### config.mk
export PLATFORM = sky130hd
export DESIGN_NAME = acr_regs
export DESIGN_NICKNAME = d
export VERILOG_FILES = /design/src/acr_field_reg.v /design/src/acr_regs.v
export VERILOG_INCLUDE_DIRS = /design/src /design/src/src
export SDC_FILE = /design/constraint.sdc
export NUM_CORES = 1
export LEC_CHECK = 0
export BUFFER_PORTS_ARGS = -buffer_cell sky130_fd_sc_hd__buf_2
export CORE_UTILIZATION = 40
export CTS_BUF_LIST = sky130_fd_sc_hd__clkbuf_4
export DETAILED_ROUTE_END_ITERATION = 10
export PLACE_DENSITY = 0.62
export SLEW_MARGIN = 20
export SYNTH_ARGS = -nofsm -noshare
export SYNTH_HDL_FRONTEND = slang
export SYNTH_SLANG_ARGS = --single-unit
### constraint.sdc
create_clock -name core_clk -period 7.69 [get_ports core_clk]
set_clock_uncertainty 0.05 [all_clocks]
set_input_delay 1.538 -clock core_clk [delete_from_list [all_inputs] [get_ports core_clk]]
set_output_delay 1.538 -clock core_clk [all_outputs]
set_load 0.05 [all_outputs]
### src/acr_defs.vh
// constants for the converter configuration and status register bank
// assumes byte addressing on a 32-bit Avalon-MM slave, one word per index
//
// Summary of operation
// - read-only 24-bit strobe edge position status
// - 16-bit span code, reset 0xA000, all channels
// - span code maps 0x2000/0xA000/0xFFFF to 500/800/1000 mV
// - power code 0x46 low power, 0x4B default
// - timestamp bit 0 enables the input receiver
// - timestamp bit 1 selects PECL mode, no bias
// - 4-bit field selects strobe sampling delay
`ifndef ACR_DEFS_VH
`define ACR_DEFS_VH

// ==========================================================
// register indices, byte address is four times the index
`define ACR_IDX_DELAY_SEL   7'h29
`define ACR_IDX_EDGE_POS    7'h2C
`define ACR_IDX_SPAN        7'h30
`define ACR_IDX_POWER_ONE   7'h37
`define ACR_IDX_TIMESTAMP   7'h3B
`define ACR_IDX_CONTROL     7'h50

// ==========================================================
// widths and reset values
`define ACR_POS_W           24
`define ACR_SPAN_W          16
`define ACR_BYTE_W          8
`define ACR_SEL_W           4
`define ACR_RST_POS         24'h000000
`define ACR_RST_SPAN        16'hA000
`define ACR_RST_POWER       8'h4B
`define ACR_RST_TIMESTAMP   8'h00
`define ACR_RST_SEL         4'h0
`define ACR_RST_CTRL        2'h0

// ==========================================================
// field positions
`define ACR_TS_RECV_BIT     0
`define ACR_TS_PECL_BIT     1
`define ACR_CTRL_CAL_BIT    0
`define ACR_CTRL_LINK_BIT   1
`define ACR_CTRL_CALREQ_BIT 4
`define ACR_CTRL_ORDER_BIT  5

// ==========================================================
// power mode codes
`define ACR_PWR_LOW         8'h46
`define ACR_PWR_HIGH        8'h4B

// ==========================================================
// span code to millivolt mapping
`define ACR_SPAN_MID_CODE   16'hA000
`define ACR_SPAN_MIN_CODE   16'h2000
`define ACR_SPAN_MID_MV     10'h320
`define ACR_SPAN_LO_SLOPE   9'h12C
`define ACR_SPAN_LO_SHIFT   15
`define ACR_SPAN_HI_SLOPE   14'h2157
`define ACR_SPAN_HI_SHIFT   20

`endif

### src/acr_field_reg.v
// one read-write configuration field with byte-merged write
// assumes the caller has already merged byte lanes into wrData
`timescale 1ns/1ns
`default_nettype none

module acr_field_reg #(
  parameter             WIDTH = 8,
  parameter [WIDTH-1:0] RESET = {WIDTH{1'b0}}
) (
  // clock and reset
  input  wire             core_clk,
  input  wire             rst,
  // write side
  input  wire             wrEn,
  input  wire [WIDTH-1:0] wrData,
  // stored value
  output reg  [WIDTH-1:0] q
);

  // ==========================================================
  // storage
  always @(posedge core_clk) begin
    if (rst) begin
      q <= RESET;
    end else if (wrEn) begin
      q <= wrData;
    end
  end

endmodule // acr_field_reg

`default_nettype wire

### src/acr_regs.v
// configuration and status register bank of the converter
// assumes an Avalon-MM master on core_clk and a position
// detector that presents its result with a valid strobe
`timescale 1ns/1ns
`default_nettype none
`include "acr_defs.vh"

module acr_regs (
  // clock and reset
  input  wire        core_clk,
  input  wire        rst,
  // avalon-mm slave
  input  wire [8:0]  avs_address,
  input  wire        avs_read,
  input  wire        avs_write,
  input  wire [31:0] avs_writedata,
  input  wire [3:0]  avs_byteenable,
  output reg  [31:0] avs_readdata,
  output reg         avs_waitrequest,
  // strobe position detector
  input  wire [23:0] strobeEdgePosIn,
  input  wire        strobePosValid,
  // analog and link controls
  output wire [3:0]  strobeDelaySelect,
  output wire [15:0] inputSpanCode,
  output reg  [9:0]  inputSpanMv,
  output wire [7:0]  powerModeCode,
  output reg         lowPowerActive,
  output reg         powerModeReserved,
  output reg         timestampReceiverEnable,
  output reg         timestampPeclMode,
  output reg         calEnable,
  output reg         serialLinkEnable
);

  // ==========================================================
  // bus handshake
  wire        busReq;
  wire        busDone;
  wire [6:0]  regIdx;
  wire [31:0] byteMask;

  assign busReq   = avs_read | avs_write;
  assign busDone  = busReq & ~avs_waitrequest;
  assign regIdx   = avs_address[8:2];
  assign byteMask = {{8{avs_byteenable[3]}}, {8{avs_byteenable[2]}},
                     {8{avs_byteenable[1]}}, {8{avs_byteenable[0]}}};

  // first cycle drops waitrequest, second completes the access
  always @(posedge core_clk) begin
    if (rst) begin
      avs_waitrequest <= 1'b1;
    end else if (busDone) begin
      avs_waitrequest <= 1'b1;
    end else if (busReq) begin
      avs_waitrequest <= 1'b0;
    end else begin
      avs_waitrequest <= 1'b1;
    end
  end

  // ==========================================================
  // write strobes
  wire        wrAccept;
  wire        wrSel;
  wire        wrSpan;
  wire        wrPower;
  wire        wrStamp;
  wire        wrCtrl;

  assign wrAccept = busDone & avs_write;
  assign wrSel    = wrAccept & (regIdx == `ACR_IDX_DELAY_SEL);
  assign wrSpan   = wrAccept & (regIdx == `ACR_IDX_SPAN);
  assign wrPower  = wrAccept & (regIdx == `ACR_IDX_POWER_ONE);
  assign wrStamp  = wrAccept & (regIdx == `ACR_IDX_TIMESTAMP);
  assign wrCtrl   = wrAccept & (regIdx == `ACR_IDX_CONTROL);

  // ==========================================================
  // byte-merged write data
  wire [31:0] curSel;
  wire [31:0] curSpan;
  wire [31:0] curPower;
  wire [31:0] curCtrl;
  wire [31:0] mrgSel;
  wire [31:0] mrgSpan;
  wire [31:0] mrgPower;
  wire [31:0] mrgStamp;
  wire [31:0] mrgCtrl;
  reg  [7:0]  stampQ;

  assign curSel   = {28'h0000000, strobeDelaySelect};
  assign curSpan  = {16'h0000, inputSpanCode};
  assign curPower = {24'h000000, powerModeCode};
  assign curCtrl  = {30'h0, serialLinkEnable, calEnable};
  assign mrgSel   = (curSel & ~byteMask) | (avs_writedata & byteMask);
  assign mrgSpan  = (curSpan & ~byteMask) | (avs_writedata & byteMask);
  assign mrgPower = (curPower & ~byteMask) | (avs_writedata & byteMask);
  assign mrgStamp = ({24'h000000, stampQ} & ~byteMask) |
                    (avs_writedata & byteMask);
  assign mrgCtrl  = (curCtrl & ~byteMask) | (avs_writedata & byteMask);

  // ==========================================================
  // strobe edge position status
  reg  [23:0] edgePosQ;

  // only the detector updates it; bus writes never reach it
  always @(posedge core_clk) begin
    if (rst) begin
      edgePosQ <= `ACR_RST_POS;
    end else if (strobePosValid) begin
      edgePosQ <= strobeEdgePosIn;
    end
  end

  // ==========================================================
  // strobe delay select
  acr_field_reg #(
    .WIDTH (`ACR_SEL_W),
    .RESET (`ACR_RST_SEL)
  ) u_delaySel (
    .core_clk (core_clk),
    .rst      (rst),
    .wrEn     (wrSel),
    .wrData   (mrgSel[3:0]),
    .q        (strobeDelaySelect)
  );

  // ==========================================================
  // input span code, one setting for all channels
  acr_field_reg #(
    .WIDTH (`ACR_SPAN_W),
    .RESET (`ACR_RST_SPAN)
  ) u_span (
    .core_clk (core_clk),
    .rst      (rst),
    .wrEn     (wrSpan),
    .wrData   (mrgSpan[15:0]),
    .q        (inputSpanCode)
  );

  // piecewise linear span in millivolts, low codes still accepted
  wire [15:0] spanLoDiff;
  wire [15:0] spanHiDiff;
  wire [24:0] spanLoProd;
  wire [29:0] spanHiProd;
  wire [9:0]  spanLoMv;
  wire [9:0]  spanHiMv;

  assign spanLoDiff = `ACR_SPAN_MID_CODE - inputSpanCode;
  assign spanHiDiff = inputSpanCode - `ACR_SPAN_MID_CODE;
  assign spanLoProd = spanLoDiff * `ACR_SPAN_LO_SLOPE;
  assign spanHiProd = spanHiDiff * `ACR_SPAN_HI_SLOPE;
  assign spanLoMv   = `ACR_SPAN_MID_MV -
                      spanLoProd[`ACR_SPAN_LO_SHIFT+9:`ACR_SPAN_LO_SHIFT];
  assign spanHiMv   = `ACR_SPAN_MID_MV +
                      spanHiProd[`ACR_SPAN_HI_SHIFT+9:`ACR_SPAN_HI_SHIFT];

  always @(posedge core_clk) begin
    if (rst) begin
      inputSpanMv <= `ACR_SPAN_MID_MV;
    end else if (inputSpanCode < `ACR_SPAN_MID_CODE) begin
      inputSpanMv <= spanLoMv;
    end else begin
      inputSpanMv <= spanHiMv;
    end
  end

  // ==========================================================
  // power mode code
  acr_field_reg #(
    .WIDTH (`ACR_BYTE_W),
    .RESET (`ACR_RST_POWER)
  ) u_power (
    .core_clk (core_clk),
    .rst      (rst),
    .wrEn     (wrPower),
    .wrData   (mrgPower[7:0]),
    .q        (powerModeCode)
  );

  // decode of the stored code; reserved codes keep high performance
  always @(posedge core_clk) begin
    if (rst) begin
      lowPowerActive    <= 1'b0;
      powerModeReserved <= 1'b0;
    end else begin
      lowPowerActive    <= (powerModeCode == `ACR_PWR_LOW);
      powerModeReserved <= (powerModeCode != `ACR_PWR_LOW) &&
                           (powerModeCode != `ACR_PWR_HIGH);
    end
  end

  // ==========================================================
  // timestamp input control, reserved bits stored and read back
  always @(posedge core_clk) begin
    if (rst) begin
      stampQ                  <= `ACR_RST_TIMESTAMP;
      timestampReceiverEnable <= 1'b0;
      timestampPeclMode       <= 1'b0;
    end else begin
      if (wrStamp) begin
        stampQ <= mrgStamp[7:0];
      end
      timestampReceiverEnable <= stampQ[`ACR_TS_RECV_BIT];
      timestampPeclMode       <= stampQ[`ACR_TS_PECL_BIT];
    end
  end

  // ==========================================================
  // calibration and link enables with ordering status
  reg  calNeededQ;
  reg  orderErrQ;
  wire modeChange;
  wire orderViolation;
  wire clrCalNeeded;
  wire clrOrderErr;

  // only a changed code calls for a fresh calibration
  assign modeChange     = wrPower & (mrgPower[7:0] != powerModeCode);
  assign orderViolation = wrPower & (calEnable | serialLinkEnable);
  assign clrCalNeeded   = wrCtrl & avs_byteenable[0] &
                          avs_writedata[`ACR_CTRL_CALREQ_BIT];
  assign clrOrderErr    = wrCtrl & avs_byteenable[0] &
                          avs_writedata[`ACR_CTRL_ORDER_BIT];

  always @(posedge core_clk) begin
    if (rst) begin
      calEnable        <= 1'b0;
      serialLinkEnable <= 1'b0;
      calNeededQ       <= 1'b0;
      orderErrQ        <= 1'b0;
    end else begin
      if (wrCtrl) begin
        calEnable        <= mrgCtrl[`ACR_CTRL_CAL_BIT];
        serialLinkEnable <= mrgCtrl[`ACR_CTRL_LINK_BIT];
      end
      // set wins over a clear in the same cycle
      if (modeChange) begin
        calNeededQ <= 1'b1;
      end else if (clrCalNeeded) begin
        calNeededQ <= 1'b0;
      end
      if (orderViolation) begin
        orderErrQ <= 1'b1;
      end else if (clrOrderErr) begin
        orderErrQ <= 1'b0;
      end
    end
  end

  // ==========================================================
  // read data, loaded as waitrequest drops
  reg [31:0] rdMux;

  always @* begin
    case (regIdx)
      `ACR_IDX_DELAY_SEL: begin
        rdMux = curSel;
      end
      `ACR_IDX_EDGE_POS: begin
        rdMux = {8'h00, edgePosQ};
      end
      `ACR_IDX_SPAN: begin
        rdMux = curSpan;
      end
      `ACR_IDX_POWER_ONE: begin
        rdMux = curPower;
      end
      `ACR_IDX_TIMESTAMP: begin
        rdMux = {24'h000000, stampQ};
      end
      `ACR_IDX_CONTROL: begin
        rdMux = {26'h0, orderErrQ, calNeededQ,
                 2'h0, serialLinkEnable, calEnable};
      end
      default: begin
        rdMux = 32'h00000000;
      end
    endcase
  end

  always @(posedge core_clk) begin
    if (rst) begin
      avs_readdata <= 32'h00000000;
    end else if (avs_read & avs_waitrequest) begin
      avs_readdata <= rdMux;
    end
  end

endmodule // acr_regs

`default_nettype wire

==> results_tabular.tex, run 1 <==
\begin{tabular}{lr}
\hline
Metric & Value \\
\hline
\multicolumn{2}{l}{\textbf{Status}} \\
Outcome & finished, final reports clean \\
\multicolumn{2}{l}{\textbf{Floorplanning}} \\
Width of the chip & roughly 160 um \\
Initial core utilization & 41.3\% \\
Site row count & 57 \\
Num ports & 151 \\
Area of the core & approximately 25000 um2 \\
Die Ht & $\sim$160 um \\
Overall die area & 26000 um2 \\
\multicolumn{2}{l}{\textbf{Setup path}} \\
Crit path required time & 8.09 ns \\
CP Cell Sequence & inv\_1 > ha\_1 > nor2b\_1 > nor3b\_1 > nand3\_1 > or3\_1 > xnor2\_1 > buf\_4 > ha\_1 > ha\_1 > fa\_1 > inv\_1 > fa\_1 > inv\_1 > ha\_1 > a21oi\_2 > o21ai\_1 > or4\_1 > and4\_4 > or2\_4 > o41ai\_4 > mux2\_4 > or4\_1 > a311oi\_1 \\
Cell type of the slowest stage on the worst timing path & fa\_1 \\
Crit Path Class & reg -> reg \\
Sort of element at the end of the critical path & flop \\
Stage delay of the slowest cell on the critical path & roughly 0.54 ns \\
Number of cells on the worst reg-to-reg path & 24 \\
Most repeated library cell on the critical path & ha\_1 \\
Crit Path Max Fanout & 6 \\
Kind of launch point of the worst setup path & flop \\
Worst Path Arrival & 7.44 ns \\
\multicolumn{2}{l}{\textbf{Synth}} \\
Top cell type by total area after synthesis & ha\_1 \\
Proportion of register bits with asynchronous set or reset after synthesis & 0\% \\
Largest cells by area after synthesis & ha\_1 (22\%), dfxtp\_1 (20\%), fa\_1 (15\%) \\
Seq cells post-synth & slightly above 100 \\
Number of synthesized flops with an enable pin & 0 \\
Synth Warn \# & 0 \\
Average footprint of a synthesized cell & between 8 and 9 um2 \\
Distinct cells, synth & 68 \\
Top flip-flop cell by instance count after synthesis & dfxtp\_1 \\
Post-Syn Instances & around 1200 \\
Post-Syn Area & about 10000 um2 \\
Seq/Total Area, Yosys & 20.3\% \\
Top cell type's share of synthesized area & between 20 and 25\% \\
\multicolumn{2}{l}{\textbf{Final layout}} \\
Finished layout cell area & around 11000 um2 \\
Share of post-route cells with drive strength above 1 & around 14\% \\
Most frequent standard cell in the layout excluding fill and tap cells & inv\_1 \\
Final-stage net count & approximately 1600 \\
Area growth from synthesis to layout & 11.6\% \\
Number of fill cells in the layout & 2514 \\
Most used cells in the layout excluding fill and tap cells & inv\_1 (217), ha\_1 (175), buf\_2 (122) \\
\multicolumn{2}{l}{\textbf{Placed design}} \\
DP HPWL & approximately 20000 um \\
Post-place instance area & 11200 um2 \\
PortBufs & around 120 \\
Routability congestion estimate from global placement & 0.844 \\
\multicolumn{2}{l}{\textbf{Worst hold path}} \\
Number of stages on the worst hold path & 2 \\
Start point of the worst min-delay path & edgePosQ[19] \\
Worst min-delay path category & reg -> reg \\
\multicolumn{2}{l}{\textbf{Power and ir drop}} \\
Leakage power figure & 0.00619 uW \\
Combinational fraction of design power & 12.0\% \\
Maximum vdd ir drop & between 0.06 and 0.07 mV \\
Internal power component & approximately 660 uW \\
Power density normalized to cell area & 86.9 nW/um2 \\
P\_sw & $\sim$320 uW \\
Switching power share of the total & 32.5\% \\
Proportion of power drawn by flip-flops and latches & a little under three fifths \\
Clock network fraction of design power & 31.6\% \\
\multicolumn{2}{l}{\textbf{Clocking}} \\
Number of H-tree levels & 3 \\
Number of buffers inserted to repair setup after CTS & 0 \\
Clock insertion delay at the later pin of the skew report & 0.49 ns \\
CTS tree & built \\
CTS root buf & clkbuf\_4 \\
Cts hold-fix bufs & 0 \\
CTS clk-pin slew, worst paths & 0.23 ns \\
Total clock buffers created by CTS & 9 \\
Count of instances resized after the clock tree is built & 0 \\
Maximum clock insertion buffer count & 2 \\
Number of clock sinks & approximately 100 \\
\multicolumn{2}{l}{\textbf{STA}} \\
Clock period minus final worst setup slack & between 7 and 8 ns \\
Unrepaired setup endpoints after global routing & no \\
Part of the cycle the worst path needs & between 90\% and 100\% \\
Achievable frequency & about 0.14 GHz \\
Setup tns final & 0 ns \\
Final hold vios & 0 \\
Worst slew margin relative to its limit & between 20\% and 30\% \\
Actual slew at the worst max-slew pin & about 1.1 ns \\
Max-slew violation count & 0 \\
Finish-stage setup viols & 0 \\
\multicolumn{2}{l}{\textbf{GRT}} \\
Maximum number of pins on one net before global-route repair & roughly 90 \\
Total GRT Usage & 20.0\% \\
GRT overflow & 0 \\
Initial antenna violation count & 5 \\
Wire length of the first global-routing pass & between 40000 and 50000 um \\
Via count of the first global-routing pass & 8080 \\
\multicolumn{2}{l}{\textbf{Detailed routing}} \\
Vias per cell & about 5.1 \\
Remaining antenna violation count after routing & 0 \\
Routed vias & approximately 8300 \\
Remaining DRCs & 0 \\
Number of iterations in the first detailed-routing pass & 7 \\
Detailed router's first-iteration violation count & 385 \\
WL per Instance & 15.8 um \\
Routed wire length & roughly 25000 um \\
\multicolumn{2}{l}{\textbf{Job}} \\
MaxCap Viol Count & 0 \\
\hline
\end{tabular}
==> path summary, 6_finish.rpt <==
path                 endpoint  slack, ns
max            inputSpanMv[7]       0.65
min          avs_readdata[19]       0.41
max reg2reg    inputSpanMv[7]       0.65
min reg2reg  avs_readdata[19]       0.41
==> layout make-up <==
class | count | area, um2 | share of cell area [%]
Tap cell | 324 | 405 | 3.57
Sequential cell | 103 | 2060 | 18.2
Clock inverter | 7 | 86.3 | 0.761
Clock buffer | 9 | 67.6 | 0.596
Multi-Input combinational cell | 807 | 7130 | 62.9
Antenna cell | 3 | 7.51 | 0.0662
Timing Repair Buffer | 143 | 768 | 6.77
Inverter | 217 | 815 | 7.18
==> power by group through the flow <==
stage	clock (uW)	sequential (uW)	combinational [uW]
after CTS	325	556	119
after global routing	339	558	128
after global placement	0	567	117
final	311	556	118
after floorplan	0	587	62.1
after detailed placement	0	567	118
==> cell usage after synthesis, types with 3 or more instances <==
library cell / number
o21a_1: 3
a31oi_1: 4
nor2_1: 78
buf_4: 8
a211oi_1: 8
nor2b_1: 6
a311oi_1: 3
dfxtp_1: 103
nor3b_1: 10
o31ai_1: 3
inv_1: 217
and2_1: 7
a22oi_1: 9
or4_1: 3
a21oi_1: 71
buf_1: 4
nand3_1: 44
nand2b_1: 8
fa_1: 78
or3_1: 4
o211ai_1: 7
a221oi_1: 14
and3_1: 3
nand4_1: 6
nor4_1: 5
o21ai_1: 3
mux2i_1: 39
a222oi_1: 4
clkbuf_1: 31
nand2_1: 82
xnor2_1: 29
a21o_1: 7
a211o_1: 3
xor2_1: 10
ha_1: 175
o21ai_0: 26
nor3_1: 10
==> cell families (layout without fill, tap and decap cells) <==
group | Yosys count | in the layout | synth area share [%]
flip-flops | 103 | 103 | 20.3
buffers and inverters | 260 | 376 | 9.90
multiplexers | 41 | 41 | 4.10
other | 1 | 11 | 0.0369
AND/OR/NAND/NOR | 275 | 275 | 12.7
adder cells (fa/ha/maj) | 253 | 253 | 36.9
XOR/XNOR | 39 | 39 | 3.36
AO/OA/AOI/OAI | 191 | 191 | 12.7
==> through the flow <==
step                cells  hold slack [ns]  total power (uW)  utilization (%)  worst slack [ns]
finish               1613            0.414               985             46.1             0.651
global route         1612            0.437              1030             46.1             0.186
CTS                  1610            0.419               999             46.1             0.588
detailed placement   1594            0.396               685             45.4             0.595
global placement     1594            0.390               684             45.4             0.645
floorplan            1170            0.386               649                -             0.755
==> layer usage <==
metal | vias up | GRT usage [%] | share of wire (%)
met1 | 3954 | 25.8 | 47
met2 | 161 | 34.9 | 47
li1 | 4124 | - | -
met3 | 26 | 3.36 | 4.3
met5 | - | 0 | 0.11
met4 | 4 | 4.46 | 1.2
==> critical path: cells and delay by family (launching register included) <==
family	cells	cell delay [ns]
AO/OA/AOI/OAI	4	0.90
XOR/XNOR	1	0.14
adder cells (fa/ha/maj)	6	2.20
buffers and inverters	4	0.40
flip-flops	1	0.35
multiplexers	1	0.34
AND/OR/NAND/NOR	8	2.63
Power figures use the tool's default switching activity.
==> inputs of run 2 (changes only) <==
--- a/config.mk
+++ b/config.mk
@@ -10,8 +10,8 @@
 export CORE_UTILIZATION = 40
 export CTS_BUF_LIST = sky130_fd_sc_hd__clkbuf_4
 export DETAILED_ROUTE_END_ITERATION = 10
-export PLACE_DENSITY = 0.62
-export SLEW_MARGIN = 20
+export PLACE_DENSITY = 0.69
+export SLEW_MARGIN = 25
 export SYNTH_ARGS = -nofsm -noshare
 export SYNTH_HDL_FRONTEND = slang
 export SYNTH_SLANG_ARGS = --single-unit
==> run 2 against run 1 <==
  * Largest power group unchanged
  * Flip-flop and latch count unchanged
  * Power about the same
  * Clock power about the same
  * Worst hold slack about the same
  * Sequential power about the same
==> results_tabular.tex, run 2 (same netlist as run 1, synthesis figures left out) <==
\begin{tabular}{lr}
\hline
Metric & Value \\
\hline
\multicolumn{2}{l}{\textbf{GRT}} \\
GRT overflow & 0 \\
Routing layer with the top usage in global route & met2 \\
Via count of the first global-routing pass & approximately 8500 \\
Total GRT Usage & a little over 20\% \\
Initial antenna violation count & 2 \\
Met1 track utilization from global routing & a little over a quarter \\
Wire length of the first global-routing pass & between 40000 and 50000 um \\
Fraction of met3 tracks used by global routing & around 3.7\% \\
Maximum number of pins on one net before global-route repair & 82 \\
Global Route met2 Usage & 34.4\% \\
\multicolumn{2}{l}{\textbf{Final layout}} \\
Most used cells in the layout excluding fill and tap cells & inv\_1 (217), ha\_1 (175), buf\_2 (122) \\
Share of post-route cells with drive strength above 1 & a little over an eighth \\
Most frequent standard cell in the layout excluding fill and tap cells & inv\_1 \\
Final-stage net count & approximately 1600 \\
Area growth from synthesis to layout & 11.8\% \\
\multicolumn{2}{l}{\textbf{Placed design}} \\
PortBufs & about 120 \\
DP HPWL & $\sim$21000 um \\
Routability congestion estimate from global placement & roughly 0.90 \\
\multicolumn{2}{l}{\textbf{Setup path}} \\
Crit path required time & just over 8 ns \\
CP Cell Sequence & inv\_1 > ha\_1 > nor2b\_1 > nor3b\_1 > nand3\_1 > or3\_1 > xnor2\_1 > buf\_4 > ha\_1 > ha\_1 > fa\_1 > inv\_1 > fa\_1 > inv\_1 > ha\_1 > a21oi\_2 > o21ai\_1 > or4\_1 > and4\_4 > or2\_4 > o41ai\_4 > mux2\_4 > or4\_1 > a311oi\_1 \\
Worst Path Arrival & approximately 7.6 ns \\
Crit Path Max Fanout & 6 \\
Kind of launch point of the worst setup path & flop \\
Crit Path Class & reg -> reg \\
Cell type of the slowest stage on the worst timing path & fa\_1 \\
Most repeated library cell on the critical path & ha\_1 \\
Sort of element at the end of the critical path & flop \\
Stage delay of the slowest cell on the critical path & between 0.5 and 0.6 ns \\
\multicolumn{2}{l}{\textbf{Power and ir drop}} \\
Leakage power figure & 0.00621 uW \\
Maximum vdd ir drop & 0.0845 mV \\
Power density normalized to cell area & slightly below 90 nW/um2 \\
\multicolumn{2}{l}{\textbf{Clocking}} \\
CTS clk-pin slew, worst paths & about 0.20 ns \\
Maximum clock insertion buffer count & 2 \\
Number of H-tree levels & 3 \\
Number of clock sinks & about 100 \\
Number of buffers inserted to repair setup after CTS & 0 \\
Count of instances resized after the clock tree is built & 0 \\
Total clock buffers created by CTS & 9 \\
CTS tree & built \\
Clock insertion delay at the later pin of the skew report & between 0.5 and 0.6 ns \\
CTS root buf & clkbuf\_4 \\
Cts hold-fix bufs & 0 \\
\multicolumn{2}{l}{\textbf{Detailed routing}} \\
Routed vias & around 8400 \\
Detailed router's first-iteration violation count & approximately 450 \\
Routed wire length & $\sim$26000 um \\
Number of iterations in the first detailed-routing pass & 5 \\
Remaining DRCs & 0 \\
Vias per cell & about 5.2 \\
Remaining antenna violation count after routing & 0 \\
WL per Instance & between 15 and 20 um \\
\multicolumn{2}{l}{\textbf{STA}} \\
Worst slack on hold paths & slightly above 0.4 ns \\
Part of the cycle the worst path needs & 94.4\% \\
Clock period minus final worst setup slack & 7.26 ns \\
Worst slew margin relative to its limit & between 40 and 50\% \\
Finish-stage setup viols & 0 \\
Max-slew violation count & 0 \\
Actual slew at the worst max-slew pin & 0.897 ns \\
Unrepaired setup endpoints after global routing & no \\
Setup tns final & 0 ns \\
Final hold vios & 0 \\
Achievable frequency & around 0.14 GHz \\
\multicolumn{2}{l}{\textbf{Status}} \\
Outcome & finished, final reports clean \\
\multicolumn{2}{l}{\textbf{Floorplanning}} \\
Width of the chip & between 150 and 200 um \\
Overall die area & around 26000 um2 \\
Site row count & between 50 and 60 \\
Initial core utilization & 41.3\% \\
Num ports & between 150 and 200 \\
Die Ht & between 150 and 200 um \\
Area of the core & $\sim$25000 um2 \\
\multicolumn{2}{l}{\textbf{Worst hold path}} \\
Start point of the worst min-delay path & avs\_readdata[21] \\
Worst min-delay path category & reg -> reg \\
\multicolumn{2}{l}{\textbf{Job}} \\
MaxCap Viol Count & 0 \\
\hline
\end{tabular}
[run 2: cell types whose count changed in the layout (fill, tap and decap cells not counted), sizes merged]
cell,change
buf,+1
diode,-1
inv,+1
clkinv,-1
[run 2: final cells by class]
cell class                      count  area, um2
Fill cell                        2417      13200
Multi-Input combinational cell    807       7140
Sequential cell                   103       2060
Inverter                          217        815
Timing Repair Buffer              144        776
Tap cell                          324        405
Clock inverter                      7       91.3
Clock buffer                        9       67.6
Antenna cell                        2       5.00
[run 2: stage by stage]
stage | cell area, um2 | total power (uW) | cells | worst slack, ns | utilization, %
4_1_cts | 11300 | 997 | 1611 | 0.440 | 46.1
2_1_floorplan | 10200 | 649 | 1170 | 0.755 | -
5_1_grt | 11400 | 1030 | 1612 | 0.191 | 46.1
6_report | 11400 | 985 | 1613 | 0.434 | 46.2
3_3_place_gp | 11200 | 683 | 1595 | 0.636 | 45.5
3_5_place_dp | 11200 | 685 | 1595 | 0.502 | 45.5
[run 2: worst max-delay path: cells and delay by family, from the launching register on]
family / cells / cell delay (ns)
buf+inv: 4 / 0.40
flops: 1 / 0.36
compound gates: 4 / 0.99
simple gates: 8 / 2.66
fa+ha+maj: 6 / 2.23
mux: 1 / 0.35
xor+xnor: 1 / 0.14
[run 2: power by group]
part | internal [uW] | leakage (uW) | switching, uW
clock network | 82.5 | 0.0000830 | 228
registers | 548 | 0.000838 | 7.75
logic | 36.6 | 0.00529 | 82.4
total | 667 | 0.00621 | 318
[run 2: final timing paths]
path                      endpoint  slack (ns)  depth (start not counted)
setup / recovery    inputSpanMv[7]        0.43                         24
hold / removal    avs_readdata[21]        0.41                          2
hold reg to reg   avs_readdata[21]        0.41                          2
setup reg to reg    inputSpanMv[7]        0.43                         24
[run 2: metal layers]
metal  vias up  wire length (um)  part of all wire, %
li1       4127                 -                    -
met4         0               561                  2.2
met5         -                 0                    0
met1      3988             11400                   44
met2       253             12100                   47
met3        36              1640                  6.4
==> inputs of run 3 (changes only) <==
--- a/config.mk
+++ b/config.mk
@@ -6,7 +6,7 @@
 export SDC_FILE = /design/constraint.sdc
 export NUM_CORES = 1
 export LEC_CHECK = 0
-export BUFFER_PORTS_ARGS = -buffer_cell sky130_fd_sc_hd__buf_2
+export BUFFER_PORTS_ARGS = -buffer_cell sky130_fd_sc_hd__clkbuf_2
 export CORE_UTILIZATION = 40
 export CTS_BUF_LIST = sky130_fd_sc_hd__clkbuf_4
 export DETAILED_ROUTE_END_ITERATION = 10
==> run 3 against run 2 <==
  * Global-route usage shrank 0.23 points
  * Combinational power hardly changed
  * Critical path depth is 1 lower
  * First-iteration DRC count is 26% lower
  * Critical path type unchanged
  * Critical endpoint unchanged
  * Largest power group unchanged
  * Highest routed layer unchanged
==> results_tabular.tex, run 3 (same netlist as run 1, synthesis figures left out) <==
\begin{tabular}{lr}
\hline
Metric & Value \\
\hline
\multicolumn{2}{l}{\textbf{Placed design}} \\
DP HPWL & 20700 um \\
PortBufs & roughly 120 \\
Routability congestion estimate from global placement & around 0.90 \\
\multicolumn{2}{l}{\textbf{Power and ir drop}} \\
Switching power share of the total & between 30\% and 40\% \\
Maximum vdd ir drop & 0.100 mV \\
Combinational fraction of design power & approximately 12\% \\
Leakage power figure & between 0.006 and 0.007 uW \\
P\_sw & 309 uW \\
Clock network fraction of design power & 30.6\% \\
Proportion of power drawn by flip-flops and latches & 57.1\% \\
Power density normalized to cell area & between 80 and 90 nW/um2 \\
Internal power component & 664 uW \\
\multicolumn{2}{l}{\textbf{Clocking}} \\
CTS tree & built \\
Number of H-tree levels & 3 \\
CTS clk-pin slew, worst paths & about 0.20 ns \\
Number of clock sinks & between 100 and 150 \\
Maximum clock insertion buffer count & 2 \\
Cts hold-fix bufs & 0 \\
Clock insertion delay at the later pin of the skew report & 0.49 ns \\
Number of buffers inserted to repair setup after CTS & 0 \\
Count of instances resized after the clock tree is built & 0 \\
CTS root buf & clkbuf\_4 \\
Total clock buffers created by CTS & 9 \\
\multicolumn{2}{l}{\textbf{Floorplanning}} \\
Die Ht & roughly 160 um \\
Site row count & 57 \\
Num ports & approximately 150 \\
Initial core utilization & between 40\% and 50\% \\
Width of the chip & around 160 um \\
Overall die area & approximately 26000 um2 \\
Area of the core & between 20000 and 25000 um2 \\
\multicolumn{2}{l}{\textbf{Setup path}} \\
Crit Path Class & reg -> reg \\
Worst setup slack for register-to-register paths & approximately 0.47 ns \\
Worst Path Arrival & roughly 7.6 ns \\
Number of cells on the worst reg-to-reg path & 23 \\
Crit path required time & between 8 and 9 ns \\
Crit Path Max Fanout & 6 \\
Capturing point of the worst reg2reg path & inputSpanMv[7] \\
Critical path endpoint & inputSpanMv[7] \\
Kind of launch point of the worst setup path & flop \\
Sort of element at the end of the critical path & flop \\
\multicolumn{2}{l}{\textbf{Detailed routing}} \\
Vias per cell & between 5 and 6 \\
Number of iterations in the first detailed-routing pass & 5 \\
WL per Instance & $\sim$16 um \\
Routed vias & about 8400 \\
Detailed router's first-iteration violation count & between 300 and 400 \\
Remaining DRCs & 0 \\
Routed wire length & roughly 26000 um \\
Remaining antenna violation count after routing & 0 \\
\multicolumn{2}{l}{\textbf{Final layout}} \\
Most frequent standard cell in the layout excluding fill and tap cells & inv\_1 \\
Most used cells in the layout excluding fill and tap cells & inv\_1 (217), ha\_1 (175), clkbuf\_2 (121) \\
Number of fill cells in the layout & about 2400 \\
Share of post-route cells with drive strength above 1 & between 10\% and 20\% \\
Area growth from synthesis to layout & 11.8\% \\
Final-stage net count & 1609 \\
\multicolumn{2}{l}{\textbf{STA}} \\
Part of the cycle the worst path needs & 93.9\% \\
Clock period minus final worst setup slack & around 7.2 ns \\
Final hold vios & 0 \\
Max-slew violation count & 0 \\
Worst slew margin relative to its limit & between 30\% and 40\% \\
Unrepaired setup endpoints after global routing & no \\
Worst slack on hold paths & around 0.42 ns \\
Finish-stage setup viols & 0 \\
Achievable frequency & approximately 0.14 GHz \\
Actual slew at the worst max-slew pin & $\sim$1 ns \\
Setup tns final & 0 ns \\
\multicolumn{2}{l}{\textbf{GRT}} \\
GRT overflow & 0 \\
Initial antenna violation count & 1 \\
Total GRT Usage & 20.0\% \\
Wire length of the first global-routing pass & between 40000 and 50000 um \\
Via count of the first global-routing pass & around 8400 \\
Maximum number of pins on one net before global-route repair & 91 \\
\multicolumn{2}{l}{\textbf{Job}} \\
MaxCap Viol Count & 0 \\
\multicolumn{2}{l}{\textbf{Worst hold path}} \\
Worst min-delay path category & reg -> reg \\
\multicolumn{2}{l}{\textbf{Status}} \\
Outcome & finished, final reports clean \\
\hline
\end{tabular}
[run 3: worst min path at each step]
stage | from | to | slack [ns] | cells past startpoint
CTS | orderErrQ | orderErrQ | 0.42 | 2
detailed placement | orderErrQ | orderErrQ | 0.40 | 2
global route | edgePosQ[21] | avs_readdata[21] | 0.44 | 2
floorplan | orderErrQ | orderErrQ | 0.39 | 2
global placement | avs_readdata[17] | avs_readdata[17] | 0.39 | 2
finish | flop | flop | 0.42 | 2
[run 3: final cells by class]
type	count	area [um2]	share of cell area [%]
inverter	217	815	7.17
sequential	103	2060	18.2
antenna	1	2.50	0.0220
multi-input combinational	807	7130	62.8
tap	324	405	3.57
clock buffer	9	67.6	0.595
timing repair buffer	144	779	6.86
clock inverter	7	90.1	0.793
[run 3: power by group through the flow]
stage	sequential (uW)	clock [uW]	combinational, uW
2_1_floorplan	587	0	62.1
5_1_grt	558	331	128
3_3_place_gp	567	0	117
6_report	556	298	119
3_5_place_dp	567	0	118
4_1_cts	556	313	118
[run 3: metal layers]
layer	up-vias	global-route usage (%)	wire (um)	share of wire (%)
met5	-	0	0	0
li1	4123	-	-	-
met2	266	34.2	12200	48
met3	32	3.39	1610	6.3
met4	0	4.93	398	1.6
met1	3982	26.2	11300	44
[run 3: stage by stage]
| stage | std cells | util, % | instance area, um2 | total power [uW] | worst slack (ns) |
|---|---|---|---|---|---|
| 3_5_place_dp | 1594 | 45.4 | 11200 | 685 | 0.430 |
| 4_1_cts | 1610 | 46.1 | 11300 | 988 | 0.388 |
| 5_1_grt | 1612 | 46.2 | 11400 | 1020 | 0.120 |
| 2_1_floorplan | 1170 | - | 10200 | 649 | 0.755 |
| 3_3_place_gp | 1594 | 45.4 | 11200 | 684 | 0.563 |
| 6_report | 1612 | 46.2 | 11400 | 973 | 0.470 |
[run 3: critical path: stages, from the launching register on]
cell      delay (ns)
dfxtp_1         0.36
inv_1           0.12
ha_1            0.16
nor2b_1         0.17
nor3b_1         0.38
nand3_1         0.22
or3_1           0.42
xnor2_1         0.33
ha_1            0.30
ha_1            0.32
fa_1            0.55
inv_1           0.06
fa_1            0.53
inv_1           0.04
ha_1            0.38
a21oi_2         0.19
o21ai_1         0.15
or4_1           0.50
and4_4          0.22
or2_4           0.24
o41ai_4         0.35
mux2_4          0.35
or4_1           0.50
a311oi_1        0.27
